`config.mk`:
```
export PLATFORM = sky130hd
export DESIGN_NAME = tpg_bank
export DESIGN_NICKNAME = d
export VERILOG_FILES = /design/src/tpg_pkg.sv /design/src/tpg_port_if.sv /design/src/tpg_port.sv /design/src/tpg_bank.sv
export VERILOG_INCLUDE_DIRS = /design/src /design/src/src
export SDC_FILE = /design/constraint.sdc
export NUM_CORES = 1
export LEC_CHECK = 0
export BUFFER_PORTS_ARGS = -buffer_cell sky130_fd_sc_hd__buf_4
export CORE_MARGIN = 3
export CORE_UTILIZATION = 48
export DETAILED_ROUTE_END_ITERATION = 10
export PLACE_DENSITY = 0.78
export SETUP_SLACK_MARGIN = 0.05
export SLEW_MARGIN = 10
export SYNTH_ARGS = -nofsm -noshare
export SYNTH_HDL_FRONTEND = slang
export SYNTH_SLANG_ARGS = --single-unit
```
`constraint.sdc`:
```
create_clock -name ref_clk -period 2.2 [get_ports ref_clk]
set_clock_uncertainty 0.2 [all_clocks]
set_input_delay 0.33 -clock ref_clk [delete_from_list [all_inputs] [get_ports ref_clk]]
set_output_delay 0.33 -clock ref_clk [all_outputs]
set_load 0.1 [all_outputs]
```
`src/tpg_consts.svh`:
```
// Register indices, field positions and reset values of the GPIO bank
`ifndef TPG_CONSTS_SVH
`define TPG_CONSTS_SVH

// Register indices; the APB byte address is four times the index
`define TPG_IDX_PA_DATA 4'h0
`define TPG_IDX_PA_DIR 4'h1
`define TPG_IDX_PA_OPT 4'h2
`define TPG_IDX_PB_DATA 4'h4
`define TPG_IDX_PB_DIR 4'h5
`define TPG_IDX_PB_OPT 4'h6
`define TPG_IDX_PC_DATA 4'h8
`define TPG_IDX_PC_DIR 4'h9
`define TPG_IDX_PC_OPT 4'ha
`define TPG_IDX_MISC 4'hc

// Reset values
`define TPG_REG_RESET 8'h00
`define TPG_POL_RESET 2'h0
`define TPG_IRQ_IDLE 1'b1

// Polarity field positions in misc_control_one
`define TPG_POL_A_LSB 3
`define TPG_POL_B_LSB 6
`define TPG_POL_W 2

`endif

```
`src/tpg_pkg.sv`:
```
// Types shared by the GPIO bank modules
`default_nettype none

package tpg_pkg;
    typedef logic [7:0] tpg_byte_type;
    typedef logic [3:0] tpg_idx_type;
    typedef enum logic [1:0] {
        TPG_POL_LOW_LEVEL = 2'h0,
        TPG_POL_RISE = 2'h1,
        TPG_POL_FALL = 2'h2,
        TPG_POL_BOTH = 2'h3
    } tpg_pol_type;
endpackage : tpg_pkg

`default_nettype wire

```
`src/tpg_port_if.sv`:
```
// Bundle between the register core and one port's pad logic
`default_nettype none

interface tpg_port_if;
    import tpg_pkg::*;
    tpg_byte_type latch;
    tpg_byte_type dir;
    tpg_byte_type opt;
    tpg_byte_type alt_en;
    tpg_byte_type alt_val;
    tpg_byte_type alt_pp;
    tpg_byte_type pin_in;
    tpg_byte_type pin_out;
    tpg_byte_type pin_oe;
    tpg_byte_type pull_up;
    tpg_byte_type high_side;
    tpg_byte_type rd_val;
    logic irq_lvl;
    modport ctrl (
        output latch, dir, opt, alt_en, alt_val, alt_pp, pin_in,
        input pin_out, pin_oe, pull_up, high_side, rd_val, irq_lvl
    );
    modport pad (
        input latch, dir, opt, alt_en, alt_val, alt_pp, pin_in,
        output pin_out, pin_oe, pull_up, high_side, rd_val, irq_lvl
    );
endinterface : tpg_port_if

`default_nettype wire

```
`src/tpg_port.sv`:
```
// Pad control, readback and interrupt level for one port
`default_nettype none

module tpg_port #(
    parameter int W = 8,
    parameter bit HAS_IRQ = 1'b1
) (
    input wire logic ref_clk,
    input wire logic resetn,
    input wire logic ce,
    tpg_port_if.pad port_bus
);
    import tpg_pkg::*;

    // Bits above W belong to no pin
    localparam tpg_byte_type USED = tpg_byte_type'((16'h1 << W) - 16'h1);

    tpg_byte_type out_mode;
    tpg_byte_type push_pull;
    tpg_byte_type drive_val;
    tpg_byte_type irq_en;

    // Alternate output wins over the port registers
    assign out_mode = (port_bus.alt_en | port_bus.dir) & USED; // RQ1 RQ10 RQ22
    assign push_pull = (port_bus.alt_en & port_bus.alt_pp)
        | (~port_bus.alt_en & port_bus.opt); // RQ10 RQ21
    assign drive_val = (port_bus.alt_en & port_bus.alt_val)
        | (~port_bus.alt_en & port_bus.latch); // RQ5
    // Pull-up input doubles as interrupt enable, never in output mode
    assign irq_en = HAS_IRQ ? (~out_mode & port_bus.opt & USED)
        : 8'h00; // RQ6 RQ8 RQ17
    // Enabled pins are wire-ANDed: one held low masks the rest
    assign port_bus.irq_lvl = &(port_bus.pin_in | ~irq_en); // RQ9
    // Pins read as seen when the dir bit is 0, latch when it is 1
    assign port_bus.rd_val = (port_bus.dir & port_bus.latch)
        | (~port_bus.dir & port_bus.pin_in); // RQ3 RQ11

    always_ff @(posedge ref_clk or negedge resetn) begin
        if (!resetn) begin
            port_bus.pin_oe <= 8'h00;
            port_bus.pin_out <= 8'h00;
            port_bus.high_side <= 8'h00;
            port_bus.pull_up <= 8'h00;
        end else if (ce) begin
            // Open drain drives only the low level
            port_bus.pin_oe <= out_mode & (push_pull | ~drive_val); // RQ5 RQ21
            port_bus.pin_out <= out_mode & push_pull & drive_val; // RQ5
            port_bus.high_side <= out_mode & push_pull; // RQ18
            port_bus.pull_up <= ~out_mode & port_bus.opt & USED; // RQ16 RQ18
        end
    end
endmodule : tpg_port

`default_nettype wire

```
`src/tpg_bank.sv`:
```
// Three-port GPIO bank with APB register access
//
// Local design decision: the APB interface to the registers.
`include "tpg_consts.svh"
`default_nettype none

//Contract
//RQ1: Direction bit 0 makes the pin input, 1 makes it output.
//RQ2: Reset clears all data, direction and option registers.
//RQ3: Data read gives latch for outputs, live pin for inputs.
//RQ4: Data writes always update the latch, whatever the direction.
//RQ5: An output pin drives its latch value.
//RQ6: Pins in output mode never raise interrupts.
//RQ7: Input-with-interrupt pins raise requests per the polarity setting.
//RQ8: Each pin requests alone; each line serves a fixed pin group.
//RQ9: Group requests are ORed; a low enabled pin masks the others.
//RQ10: Peripheral output overrides registers, forcing output and its drive.
//RQ11: A pin feeding a peripheral stays readable through data reads.
//RQ12: Software leaves bidirectional peripheral pins configured as input.
//RQ13: Software enables no alternate function on interrupt inputs.
//RQ14: Software sets analog pins to floating input first.
//RQ15: Software writes the latch before turning a pin to output.
//RQ16: In input mode option 0 is floating, 1 is pull-up.
//RQ17: Pull-up enables interrupts on ports A and B, not C.
//RQ18: Pull-up and high-side buffer are enabled per the pad encoding.
//RQ19: Polarity 00 low level, 01 rising, 10 falling, 11 both.
//RQ20: Port A feeds group A line, port B group B; own polarity.
//RQ21: In output mode option 0 is open drain, 1 push-pull.
//RQ22: Port C has pins 0 to 5; upper bits drive nothing.
module tpg_bank #(
    parameter int ADDR_W = 12,
    parameter int PC_W = 6
) (
    input wire logic ref_clk,
    input wire logic resetn,
    input wire logic ce,
    input wire logic psel,
    input wire logic penable,
    input wire logic pwrite,
    input wire logic [ADDR_W-1:0] paddr,
    input wire logic [31:0] pwdata,
    input wire logic [3:0] pstrb,
    output logic [31:0] prdata,
    output logic pready,
    output logic pslverr,
    input wire tpg_pkg::tpg_byte_type pa_pin_in,
    output tpg_pkg::tpg_byte_type pa_pin_out,
    output tpg_pkg::tpg_byte_type pa_pin_oe,
    output tpg_pkg::tpg_byte_type pa_pull_up,
    output tpg_pkg::tpg_byte_type pa_high_side,
    input wire tpg_pkg::tpg_byte_type pa_alt_en,
    input wire tpg_pkg::tpg_byte_type pa_alt_val,
    input wire tpg_pkg::tpg_byte_type pa_alt_pp,
    input wire tpg_pkg::tpg_byte_type pb_pin_in,
    output tpg_pkg::tpg_byte_type pb_pin_out,
    output tpg_pkg::tpg_byte_type pb_pin_oe,
    output tpg_pkg::tpg_byte_type pb_pull_up,
    output tpg_pkg::tpg_byte_type pb_high_side,
    input wire tpg_pkg::tpg_byte_type pb_alt_en,
    input wire tpg_pkg::tpg_byte_type pb_alt_val,
    input wire tpg_pkg::tpg_byte_type pb_alt_pp,
    input wire logic [PC_W-1:0] pc_pin_in,
    output logic [PC_W-1:0] pc_pin_out,
    output logic [PC_W-1:0] pc_pin_oe,
    output logic [PC_W-1:0] pc_pull_up,
    output logic [PC_W-1:0] pc_high_side,
    input wire logic [PC_W-1:0] pc_alt_en,
    input wire logic [PC_W-1:0] pc_alt_val,
    input wire logic [PC_W-1:0] pc_alt_pp,
    output logic group_a_irq_line,
    output logic group_b_irq_line
);
    import tpg_pkg::*;

    localparam tpg_idx_type DATA_IDX [3] =
        '{`TPG_IDX_PA_DATA, `TPG_IDX_PB_DATA, `TPG_IDX_PC_DATA};
    localparam tpg_idx_type DIR_IDX [3] =
        '{`TPG_IDX_PA_DIR, `TPG_IDX_PB_DIR, `TPG_IDX_PC_DIR};
    localparam tpg_idx_type OPT_IDX [3] =
        '{`TPG_IDX_PA_OPT, `TPG_IDX_PB_OPT, `TPG_IDX_PC_OPT};

    tpg_byte_type data_reg [3];
    tpg_byte_type dir_reg [3];
    tpg_byte_type opt_reg [3];
    tpg_pol_type pol_reg [2];
    logic [31:0] prdata_reg;

    tpg_byte_type pin_in_arr [3];
    tpg_byte_type alt_en_arr [3];
    tpg_byte_type alt_val_arr [3];
    tpg_byte_type alt_pp_arr [3];
    tpg_byte_type rd_val_arr [3];

    tpg_idx_type idx;
    logic addr_ok;
    logic hit;
    logic setup_rd;
    logic wr_en;
    logic [31:0] rd_next;

    tpg_port_if pif [3] ();

    // Port C has only PC_W pins; upper inputs read as zero
    assign pin_in_arr[0] = pa_pin_in;
    assign pin_in_arr[1] = pb_pin_in;
    assign pin_in_arr[2] = tpg_byte_type'(pc_pin_in); // RQ22
    assign alt_en_arr[0] = pa_alt_en;
    assign alt_en_arr[1] = pb_alt_en;
    assign alt_en_arr[2] = tpg_byte_type'(pc_alt_en);
    assign alt_val_arr[0] = pa_alt_val;
    assign alt_val_arr[1] = pb_alt_val;
    assign alt_val_arr[2] = tpg_byte_type'(pc_alt_val);
    assign alt_pp_arr[0] = pa_alt_pp;
    assign alt_pp_arr[1] = pb_alt_pp;
    assign alt_pp_arr[2] = tpg_byte_type'(pc_alt_pp);

    assign pa_pin_out = pif[0].pin_out;
    assign pa_pin_oe = pif[0].pin_oe;
    assign pa_pull_up = pif[0].pull_up;
    assign pa_high_side = pif[0].high_side;
    assign pb_pin_out = pif[1].pin_out;
    assign pb_pin_oe = pif[1].pin_oe;
    assign pb_pull_up = pif[1].pull_up;
    assign pb_high_side = pif[1].high_side;
    assign pc_pin_out = pif[2].pin_out[PC_W-1:0];
    assign pc_pin_oe = pif[2].pin_oe[PC_W-1:0];
    assign pc_pull_up = pif[2].pull_up[PC_W-1:0];
    assign pc_high_side = pif[2].high_side[PC_W-1:0];

    // APB decode; clock enable low stretches the access phase
    assign idx = paddr[5:2];
    assign addr_ok = (paddr[1:0] == 2'h0) && (paddr[ADDR_W-1:6] == '0);
    assign pready = ce;
    assign setup_rd = psel && !penable && !pwrite && ce;
    assign wr_en = psel && penable && pwrite && pready && hit && pstrb[0];
    assign pslverr = psel && penable && !hit;
    assign prdata = prdata_reg;

    always_comb begin
        hit = 1'b0;
        rd_next = 32'h0000_0000;
        for (int p = 0; p < 3; p++) begin
            if (idx == DATA_IDX[p]) begin
                hit = 1'b1;
                rd_next = {24'h00_0000, rd_val_arr[p]}; // RQ3 RQ11
            end
            if (idx == DIR_IDX[p]) begin
                hit = 1'b1;
                rd_next = {24'h00_0000, dir_reg[p]};
            end
            if (idx == OPT_IDX[p]) begin
                hit = 1'b1;
                rd_next = {24'h00_0000, opt_reg[p]};
            end
        end
        if (idx == `TPG_IDX_MISC) begin
            hit = 1'b1;
            rd_next[`TPG_POL_A_LSB +: `TPG_POL_W] = pol_reg[0];
            rd_next[`TPG_POL_B_LSB +: `TPG_POL_W] = pol_reg[1];
        end
        if (!addr_ok) begin
            hit = 1'b0;
            rd_next = 32'h0000_0000;
        end
    end

    // Read data caught in setup so the access phase needs no wait
    always_ff @(posedge ref_clk or negedge resetn) begin
        if (!resetn) begin
            prdata_reg <= 32'h0000_0000;
        end else if (setup_rd) begin
            prdata_reg <= rd_next;
        end
    end

    genvar p;
    generate
        for (p = 0; p < 3; p++) begin : g_port
            always_ff @(posedge ref_clk or negedge resetn) begin
                if (!resetn) begin
                    data_reg[p] <= `TPG_REG_RESET; // RQ2
                end else if (ce && wr_en && idx == DATA_IDX[p]) begin
                    // Taken even while the pin is an input
                    data_reg[p] <= pwdata[7:0]; // RQ4 RQ15
                end
            end

            always_ff @(posedge ref_clk or negedge resetn) begin
                if (!resetn) begin
                    dir_reg[p] <= `TPG_REG_RESET; // RQ2
                end else if (ce && wr_en && idx == DIR_IDX[p]) begin
                    dir_reg[p] <= pwdata[7:0]; // RQ1
                end
            end

            always_ff @(posedge ref_clk or negedge resetn) begin
                if (!resetn) begin
                    opt_reg[p] <= `TPG_REG_RESET; // RQ2
                end else if (ce && wr_en && idx == OPT_IDX[p]) begin
                    opt_reg[p] <= pwdata[7:0]; // RQ16 RQ21
                end
            end

            assign pif[p].latch = data_reg[p];
            assign pif[p].dir = dir_reg[p];
            assign pif[p].opt = opt_reg[p];
            assign pif[p].alt_en = alt_en_arr[p];
            assign pif[p].alt_val = alt_val_arr[p];
            assign pif[p].alt_pp = alt_pp_arr[p];
            assign pif[p].pin_in = pin_in_arr[p];
            assign rd_val_arr[p] = pif[p].rd_val;

            tpg_port #(
                .W(p == 2 ? PC_W : 8),
                .HAS_IRQ(p != 2) // RQ17
            ) u_port (
                .ref_clk(ref_clk),
                .resetn(resetn),
                .ce(ce),
                .port_bus(pif[p])
            );
        end
    endgenerate

    always_ff @(posedge ref_clk or negedge resetn) begin
        if (!resetn) begin
            pol_reg[0] <= tpg_pol_type'(`TPG_POL_RESET);
            pol_reg[1] <= tpg_pol_type'(`TPG_POL_RESET);
        end else if (ce && wr_en && idx == `TPG_IDX_MISC) begin
            pol_reg[0] <= tpg_pol_type'(pwdata[`TPG_POL_A_LSB +: `TPG_POL_W]);
            pol_reg[1] <= tpg_pol_type'(pwdata[`TPG_POL_B_LSB +: `TPG_POL_W]);
        end
    end

    // Group A from port A, group B from port B
    generate
        for (p = 0; p < 2; p++) begin : g_irq
            logic lvl;
            logic prev_reg;
            logic irq_reg;
            logic irq_next;
            assign lvl = pif[p].irq_lvl; // RQ20
            always_comb begin
                case (pol_reg[p])
                    TPG_POL_LOW_LEVEL: irq_next = !lvl; // RQ19
                    TPG_POL_RISE: irq_next = lvl && !prev_reg; // RQ19
                    TPG_POL_FALL: irq_next = !lvl && prev_reg; // RQ19
                    TPG_POL_BOTH: irq_next = lvl ^ prev_reg; // RQ19
                    default: irq_next = 1'b0;
                endcase
            end
            always_ff @(posedge ref_clk or negedge resetn) begin
                if (!resetn) begin
                    prev_reg <= `TPG_IRQ_IDLE;
                    irq_reg <= 1'b0;
                end else if (ce) begin
                    prev_reg <= lvl;
                    irq_reg <= irq_next; // RQ7 RQ8
                end
            end
        end
    endgenerate

    assign group_a_irq_line = g_irq[0].irq_reg;
    assign group_b_irq_line = g_irq[1].irq_reg;
endmodule : tpg_bank

`default_nettype wire

```
# --- After elaboration in Yosys (flattened, before gate mapping) ---
# Cells that the tools add are included.
totals:
  reg_bits: 200
  in_bits: 142
  output_inout_bits: 124
  wordCells: 170
op_classes:
  eq_ne: 15
  mux: 25
  bitwise_logic: 63
  reduce_logical: 39
op_table:
  columns: ["op", "count"]
  rows:
  - ["$and 8x8->8", 21]
  - ["$or 8x8->8", 13]
  - ["$not 8->8", 11]
  - ["$mux 32", 2]
  - ["$mux 8", 8]
  - ["$and 6x6->6", 8]
  - ["$logic_and 1x1->1", 25]
  - ["$or 6x6->6", 4]
  - ["$not 6->6", 3]
  - ["$eq 4x4->1 const B", 4]
  - ["$reduce_and 8->1", 2]
  - ["$eq 4x3->1 const B", 3]
  - ["$mux 1", 11]
  - ["$and 8x6->8", 1]
  - ["$eq 2x2->1 const B", 4]
  - ["$pmux 1 s4", 2]
  - ["$logic_not 1->1", 7]
  - ["$logic_not 2->1", 3]
  - ["$logic_not 6->1", 1]
  - ["$eq 2x1->1 const B", 2]
  - ["$eq 4x1->1 const B", 1]
  - ["$eq 4x2->1 const B", 1]
  - ["$logic_not 4->1", 1]
  - ["$mux 2", 2]
  - ["$xor 1x1->1", 2]

# --- Depth between registers and ports, before layout ---
depth:
  ltp_word: 16
  ltp_mapped: 8
  depth_no_buf: 7

# --- Modules after synthesis ---
# From an unflattened synthesis, not the netlist that was laid out.
hier_totals:
  cells_unflattened: 868
  area_unflattened_um2: 9351.5
by_module_without_submodules:
  columns: ["module", "n_inst", "cells_per_inst", "area_per_inst_um2", "seq_area_each_um2"]
  rows:
  - ["tpg_bank", 1, 395, 4596.9, 2204.6]
  - ["tpg_port at g_port[0].u_port ...", 2, 171, 1715.4, 800.8]
  - ["tpg_port at g_port[2].u_port", 1, 131, 1323.8, 600.6]

# --- Worst setup path after synthesis ---
# No wires, ideal clock.
synth_timing:
  kind: "input to register"
  start: "input paddr[1]"
  end: "register dir_reg, in the netlist pif[1].dir[0]"
  setup_ns: 0.125
  t_arrival_ns: 2.038
  required_ns: 1.875
  slack_ns: -0.163
  cell_stages: 7
  n_path_buf: 2
  cell_sequence: "nor4_2 nand2_2 or3_1 buf_6 or3_1 buf_6 mux2_4"
synth_between:
  elab_chain_len: 7
synth_lines:
  columns: ["item", "line", "rtl"]
  rows:
  - ["start: declaration", "tpg_bank.sv:40", "input wire logic [ADDR_W-1:0] paddr,"]
  - ["$logic_not 2->1", "tpg_bank.sv:132", "assign addr_ok = (paddr[1:0] == 2'h0) && (paddr[ADDR_W-1:6] == '0);"]
  - ["$logic_and 1x1->1", "tpg_bank.sv:132", null]
  - ["$mux 1", "tpg_bank.sv:161", "if (!addr_ok) begin"]
  - ["$logic_and 1x1->1 (2 in a row)", "tpg_bank.sv:135", "assign wr_en = psel && penable && pwrite && pready && hit && pstrb[0];"]
  - ["$logic_and 1x1->1 (2 in a row)", "tpg_bank.sv:191", "end else if (ce && wr_en && idx == DIR_IDX[p]) begin"]
  - ["end signal: indexed assignment", "tpg_bank.sv:190", "dir_reg[p] <= `TPG_REG_RESET;"]
  - ["end signal: indexed assignment", "tpg_bank.sv:192", "dir_reg[p] <= pwdata[7:0];"]
  - ["end: declaration", "tpg_bank.sv:83", "tpg_byte_type dir_reg [3];"]
# No other way between the ends.
# A chain may end at the register's enable or synchronous reset.

# --- Final worst setup path ---
layout_timing:
  start: "register opt_reg, in the netlist pif[1].opt[7]"
  end: "register g_irq[1].irq_reg (netlist: group_b_irq_line)"
layout_between:
  elab_chain_len: 7
  elab_cells_between_ends: 9
  cone_classes: "1 x mux; 4 x bitwise; 4 x reduce/logical"
layout_lines:
  columns: ["item", "line", "rtl"]
  rows:
  - ["start: declaration", "tpg_bank.sv:84", "tpg_byte_type opt_reg [3];"]
  - ["start signal: indexed assignment", "tpg_bank.sv:198", "opt_reg[p] <= `TPG_REG_RESET;"]
  - ["start signal: indexed assignment", "tpg_bank.sv:200", "opt_reg[p] <= pwdata[7:0];"]
  - ["$and 8x8->8 (*)", "tpg_port.sv:30", "assign irq_en = HAS_IRQ ? (~out_mode & port_bus.opt & USED)"]
  - ["$not 8->8 (*)", "tpg_port.sv:33", "assign port_bus.irq_lvl = &(port_bus.pin_in | ~irq_en);"]
  - ["$or 8x8->8 (*)", "tpg_port.sv:33", null]
  - ["$reduce_and 8->1 (*)", "tpg_port.sv:33", null]
  - ["$logic_not 1->1", "tpg_bank.sv:245, tpg_bank.sv:247", null]
  - ["$logic_and 1x1->1", "tpg_bank.sv:247", "TPG_POL_FALL: irq_next = !lvl && prev_reg;"]
  - ["$pmux 1 s4 (*)", "tpg_bank.sv:244", "case (pol_reg[p])"]
  - ["end signal: assignment", "tpg_bank.sv:258", "irq_reg <= irq_next;"]
  - ["end: declaration", "tpg_bank.sv:240", "logic irq_reg;"]
# Every way passes the cells marked *; elsewhere a longest branch is shown, timed or not.

==> results.py <==
metrics = {
    "drt": {
        "dr_wl_met3_um": 2160,
        "wl_met2_um": 13900,
        "drc_errors": 0,
        "wire_per_inst_um": 19.1,
        "drt_iter0_drc": 634,
        "ant_nets": 0,
        "top_layer_used": "met4",
        "viasPerCell": 5.69,
        "m1WireLength_um": 11800,
        "drt_pass1_iterations": 6,
        "via_count": 8552,
        "wl_um": 28800,
    },
    "die": {
        "initial_core_util": 0.500,
        "rows": 49,
        "ios": 266,
        "die-area_um2": 20800,
        "die_height_um": 144,
        "core_area_um2": 18400,
        "die_w_um": 144,
    },
    "sta": {
        "rsz0062_at_grt": "true",
        "fmax_mhz": 400,
        "report.final.slew_viol_count": 0,
        "max-slew-margin-rel": 0.588,
        "timing.hold.ws_ps": 13.0,
        "worst_slack_ps": -299,
        "hold_viol": 0,
        "setup_violations": 2,
        "min_period_over_period": 1.14,
        "worstMarginPinSlew_ps": 618,
        "period_minus_slack_ps": 2500,
    },
    "yosys": {
        "synth_warnings": 0,
        "synth_area_um2": 9190,
        "synth_area_leaders": "dfrtp_1 (47%), mux2_2 (10%), o21ai_0 (4.4%), nand2_1 (3.7%), a21oi_1 (3.4%)",
        "syn_avg_cell_area_um2": 9.74,
        "synth_ff_type": "dfrtp_1",
        "synthMostInstantiatedCell": "dfrtp_1",
        "synth_cell_type_count": 58,
        "postSynth.asyncResetShare": 1.00,
        "synth_top_area_frac": 0.474,
        "seq_area_frac_synth": 0.479,
        "synth_top_cells_by_count": "dfrtp_1 (174), nand2_1 (91), mux2_2 (82), nor2_1 (82), o21ai_0 (81)",
        "yosysTopAreaCell": "dfrtp_1",
        "synth_seq_cells": 176,
        "synth-edff-count": 0,
        "synth_cells": 944,
    },
    "cells_and_area": {
        "diodes": 0,
        "final_cell_area_um2": 12700,
        "final_nets": 1408,
        "instances_no_fill": 1503,
        "drive_above_1_share": 0.392,
        "syn_to_final_growth_pct": 38.0,
    },
    "status": {
        "violations": "negative setup slack",
        "status": "finished with violations",
    },
    "worst_setup_path": {
        "worstPathMaxFanout": 3,
        "cp_slowest_cell": "mux4_2",
        "reg2reg_depth": 7,
        "crit_chain": "nor4b_4 -> a2111oi_4 -> nand2_1 -> ha_1 -> inv_1 -> mux4_2 -> mux2_4",
        "critPathMaxStageDelay_ps": 450,
        "crit_family": "multiplexers",
        "start_kind": "flop",
        "endpoint_kind": "flop",
        "crit_buf_inv": 1,
        "worstPathArrival_ps": 2620,
        "critPathKind": "reg -> reg",
        "path_depth": 7,
        "crit_required_ps": 2320,
    },
    "global_route": {
        "grt_pass1_vias": 8354,
        "grt_util_all_layers": 0.273,
        "antenna_found_initial": 0,
        "grt_overflow_total": 0,
        "grt_max_degree": 64,
        "grt_pass1_wl_um": 44000,
    },
    "flow_run": {
        "cap_violations": 0,
    },
    "power_and_ir_drop": {
        "p_int_mw": 5.69,
        "clockPowerShare": 0.374,
        "power.share.switching": 0.326,
        "total_power_mw": 8.44,
        "switching_power_mw": 2.75,
        "p_per_area_nw_per_um2": 665,
        "p_leak_nw": 6.07,
        "sequentialPowerShare": 0.402,
        "combPwrFrac": 0.224,
        "peakVddDrop_mv": 0.567,
    },
    "hold_path": {
        "hp-class": "in -> reg",
        "holdPathStages": 4,
    },
    "placement": {
        "gp_congestion": 0.973,
        "pre_cts_ws_ps": -830,
        "place_inst": 1459,
        "dp_hpwl_um": 21300,
        "dpl_cell_area_um2": 11800,
        "numPortBuffers": 214,
    },
    "clock_network": {
        "cts_root_buffer": "clkbuf_16",
        "cts_tree": "done",
        "cts_buffers": 17,
        "clock-sinks": 176,
        "htree_num_levels": 4,
        "clk_pin_slew_ps": 70,
        "clock_path_buffers": 2,
        "worstSkewPairLatency_ps": 430,
    },
}
## layout by cell type, fill, tap and decap left out, drive strengths merged, types with 10 or more instances in the layout
cell	netlist	final
a31oi	29	29
o22ai	24	24
inv	69	70
nand3	10	10
conb	1	24
clkbuf	36	22
dlygate4sd3	0	10
nand2	92	92
nor2	86	86
dfrtp	174	174
nor2b	28	28
nor4b	12	12
mux2	98	98
a21oi	62	62
nor3b	17	17
o21ai	81	81
buf	35	337
## worst paths after layout
kind	from	end	slack [ps]
max in group asynchronous	resetn	g_irq[1].prev_reg	910
max	pif[1].opt[7]	group_b_irq_line	-300
max reg2reg	pif[1].opt[7]	group_b_irq_line	-300
min	pa_alt_val[2]	g_port[0].u_port.port_bus.pin_oe[2]	10
min reg2reg	prdata[5]	prdata[5]	290
min in group asynchronous	resetn	g_port[1].u_port.port_bus.pin_out[7]	240
## timing repair
item,in CTS,in global routing
endpoints found under the hold margin,55,0
hold buffers,10,0
pin swaps,7,3
setup buffers,3,0
resized for setup,23,10
endpoints found under the setup margin,3,22
## final cells by class
cell class                      instances  area (µm²)
Fill cell                            1389        5710
Multi-Input combinational cell        651        4440
Sequential cell                       176        4410
Timing Repair Buffer                  347        2680
Clock buffer                           22         474
Tap cell                              229         287
Inverter                               69         259
Clock inverter                          9         131
## power by group through the flow
stage                     Sequential (mW)  Combinational [mW]  Clock [mW]
after global placement               3.45                1.84           0
after global routing                 3.40                1.98        3.33
after CTS                            3.39                1.88        3.19
after detailed placement             3.45                1.85           0
after floorplan                      4.15               0.544           0
final                                3.39                1.89        3.16
## logic make-up after synthesis
| kind of cell | Yosys count | share of synthesized area |
|---|---|---|
| muxes | 101 | 0.133 |
| and+or+nand+nor | 276 | 0.152 |
| AOI/OAI and AO/OA | 246 | 0.160 |
| adders and majority gates | 4 | 0.00545 |
| other | 1 | 0.000408 |
| DFF | 176 | 0.479 |
| buffers and inverters | 140 | 0.0698 |
## through the flow
step                 util  TNS (ps)
floorplan               -     -4310
global placement    0.640    -19710
detailed placement  0.640    -22550
CTS                 0.687      -426
global route        0.690      -619
finish              0.690      -434
## metal layers
layer | GRT usage | vias to the layer above
met5 | 0 | -
met1 | 0.358 | 4158
li1 | - | 3938
met3 | 0.0622 | 74
met4 | 0.103 | 0
met2 | 0.444 | 382
## worst reg2reg max path, cell delays in order, from the launching register on
cell	delay, ps
dfrtp_1	390
nor4b_4	150
a2111oi_4	430
nand2_1	170
ha_1	310
inv_1	40
mux4_2	450
mux2_4	270
No activity file was read; power rests on OpenSTA's default activity.
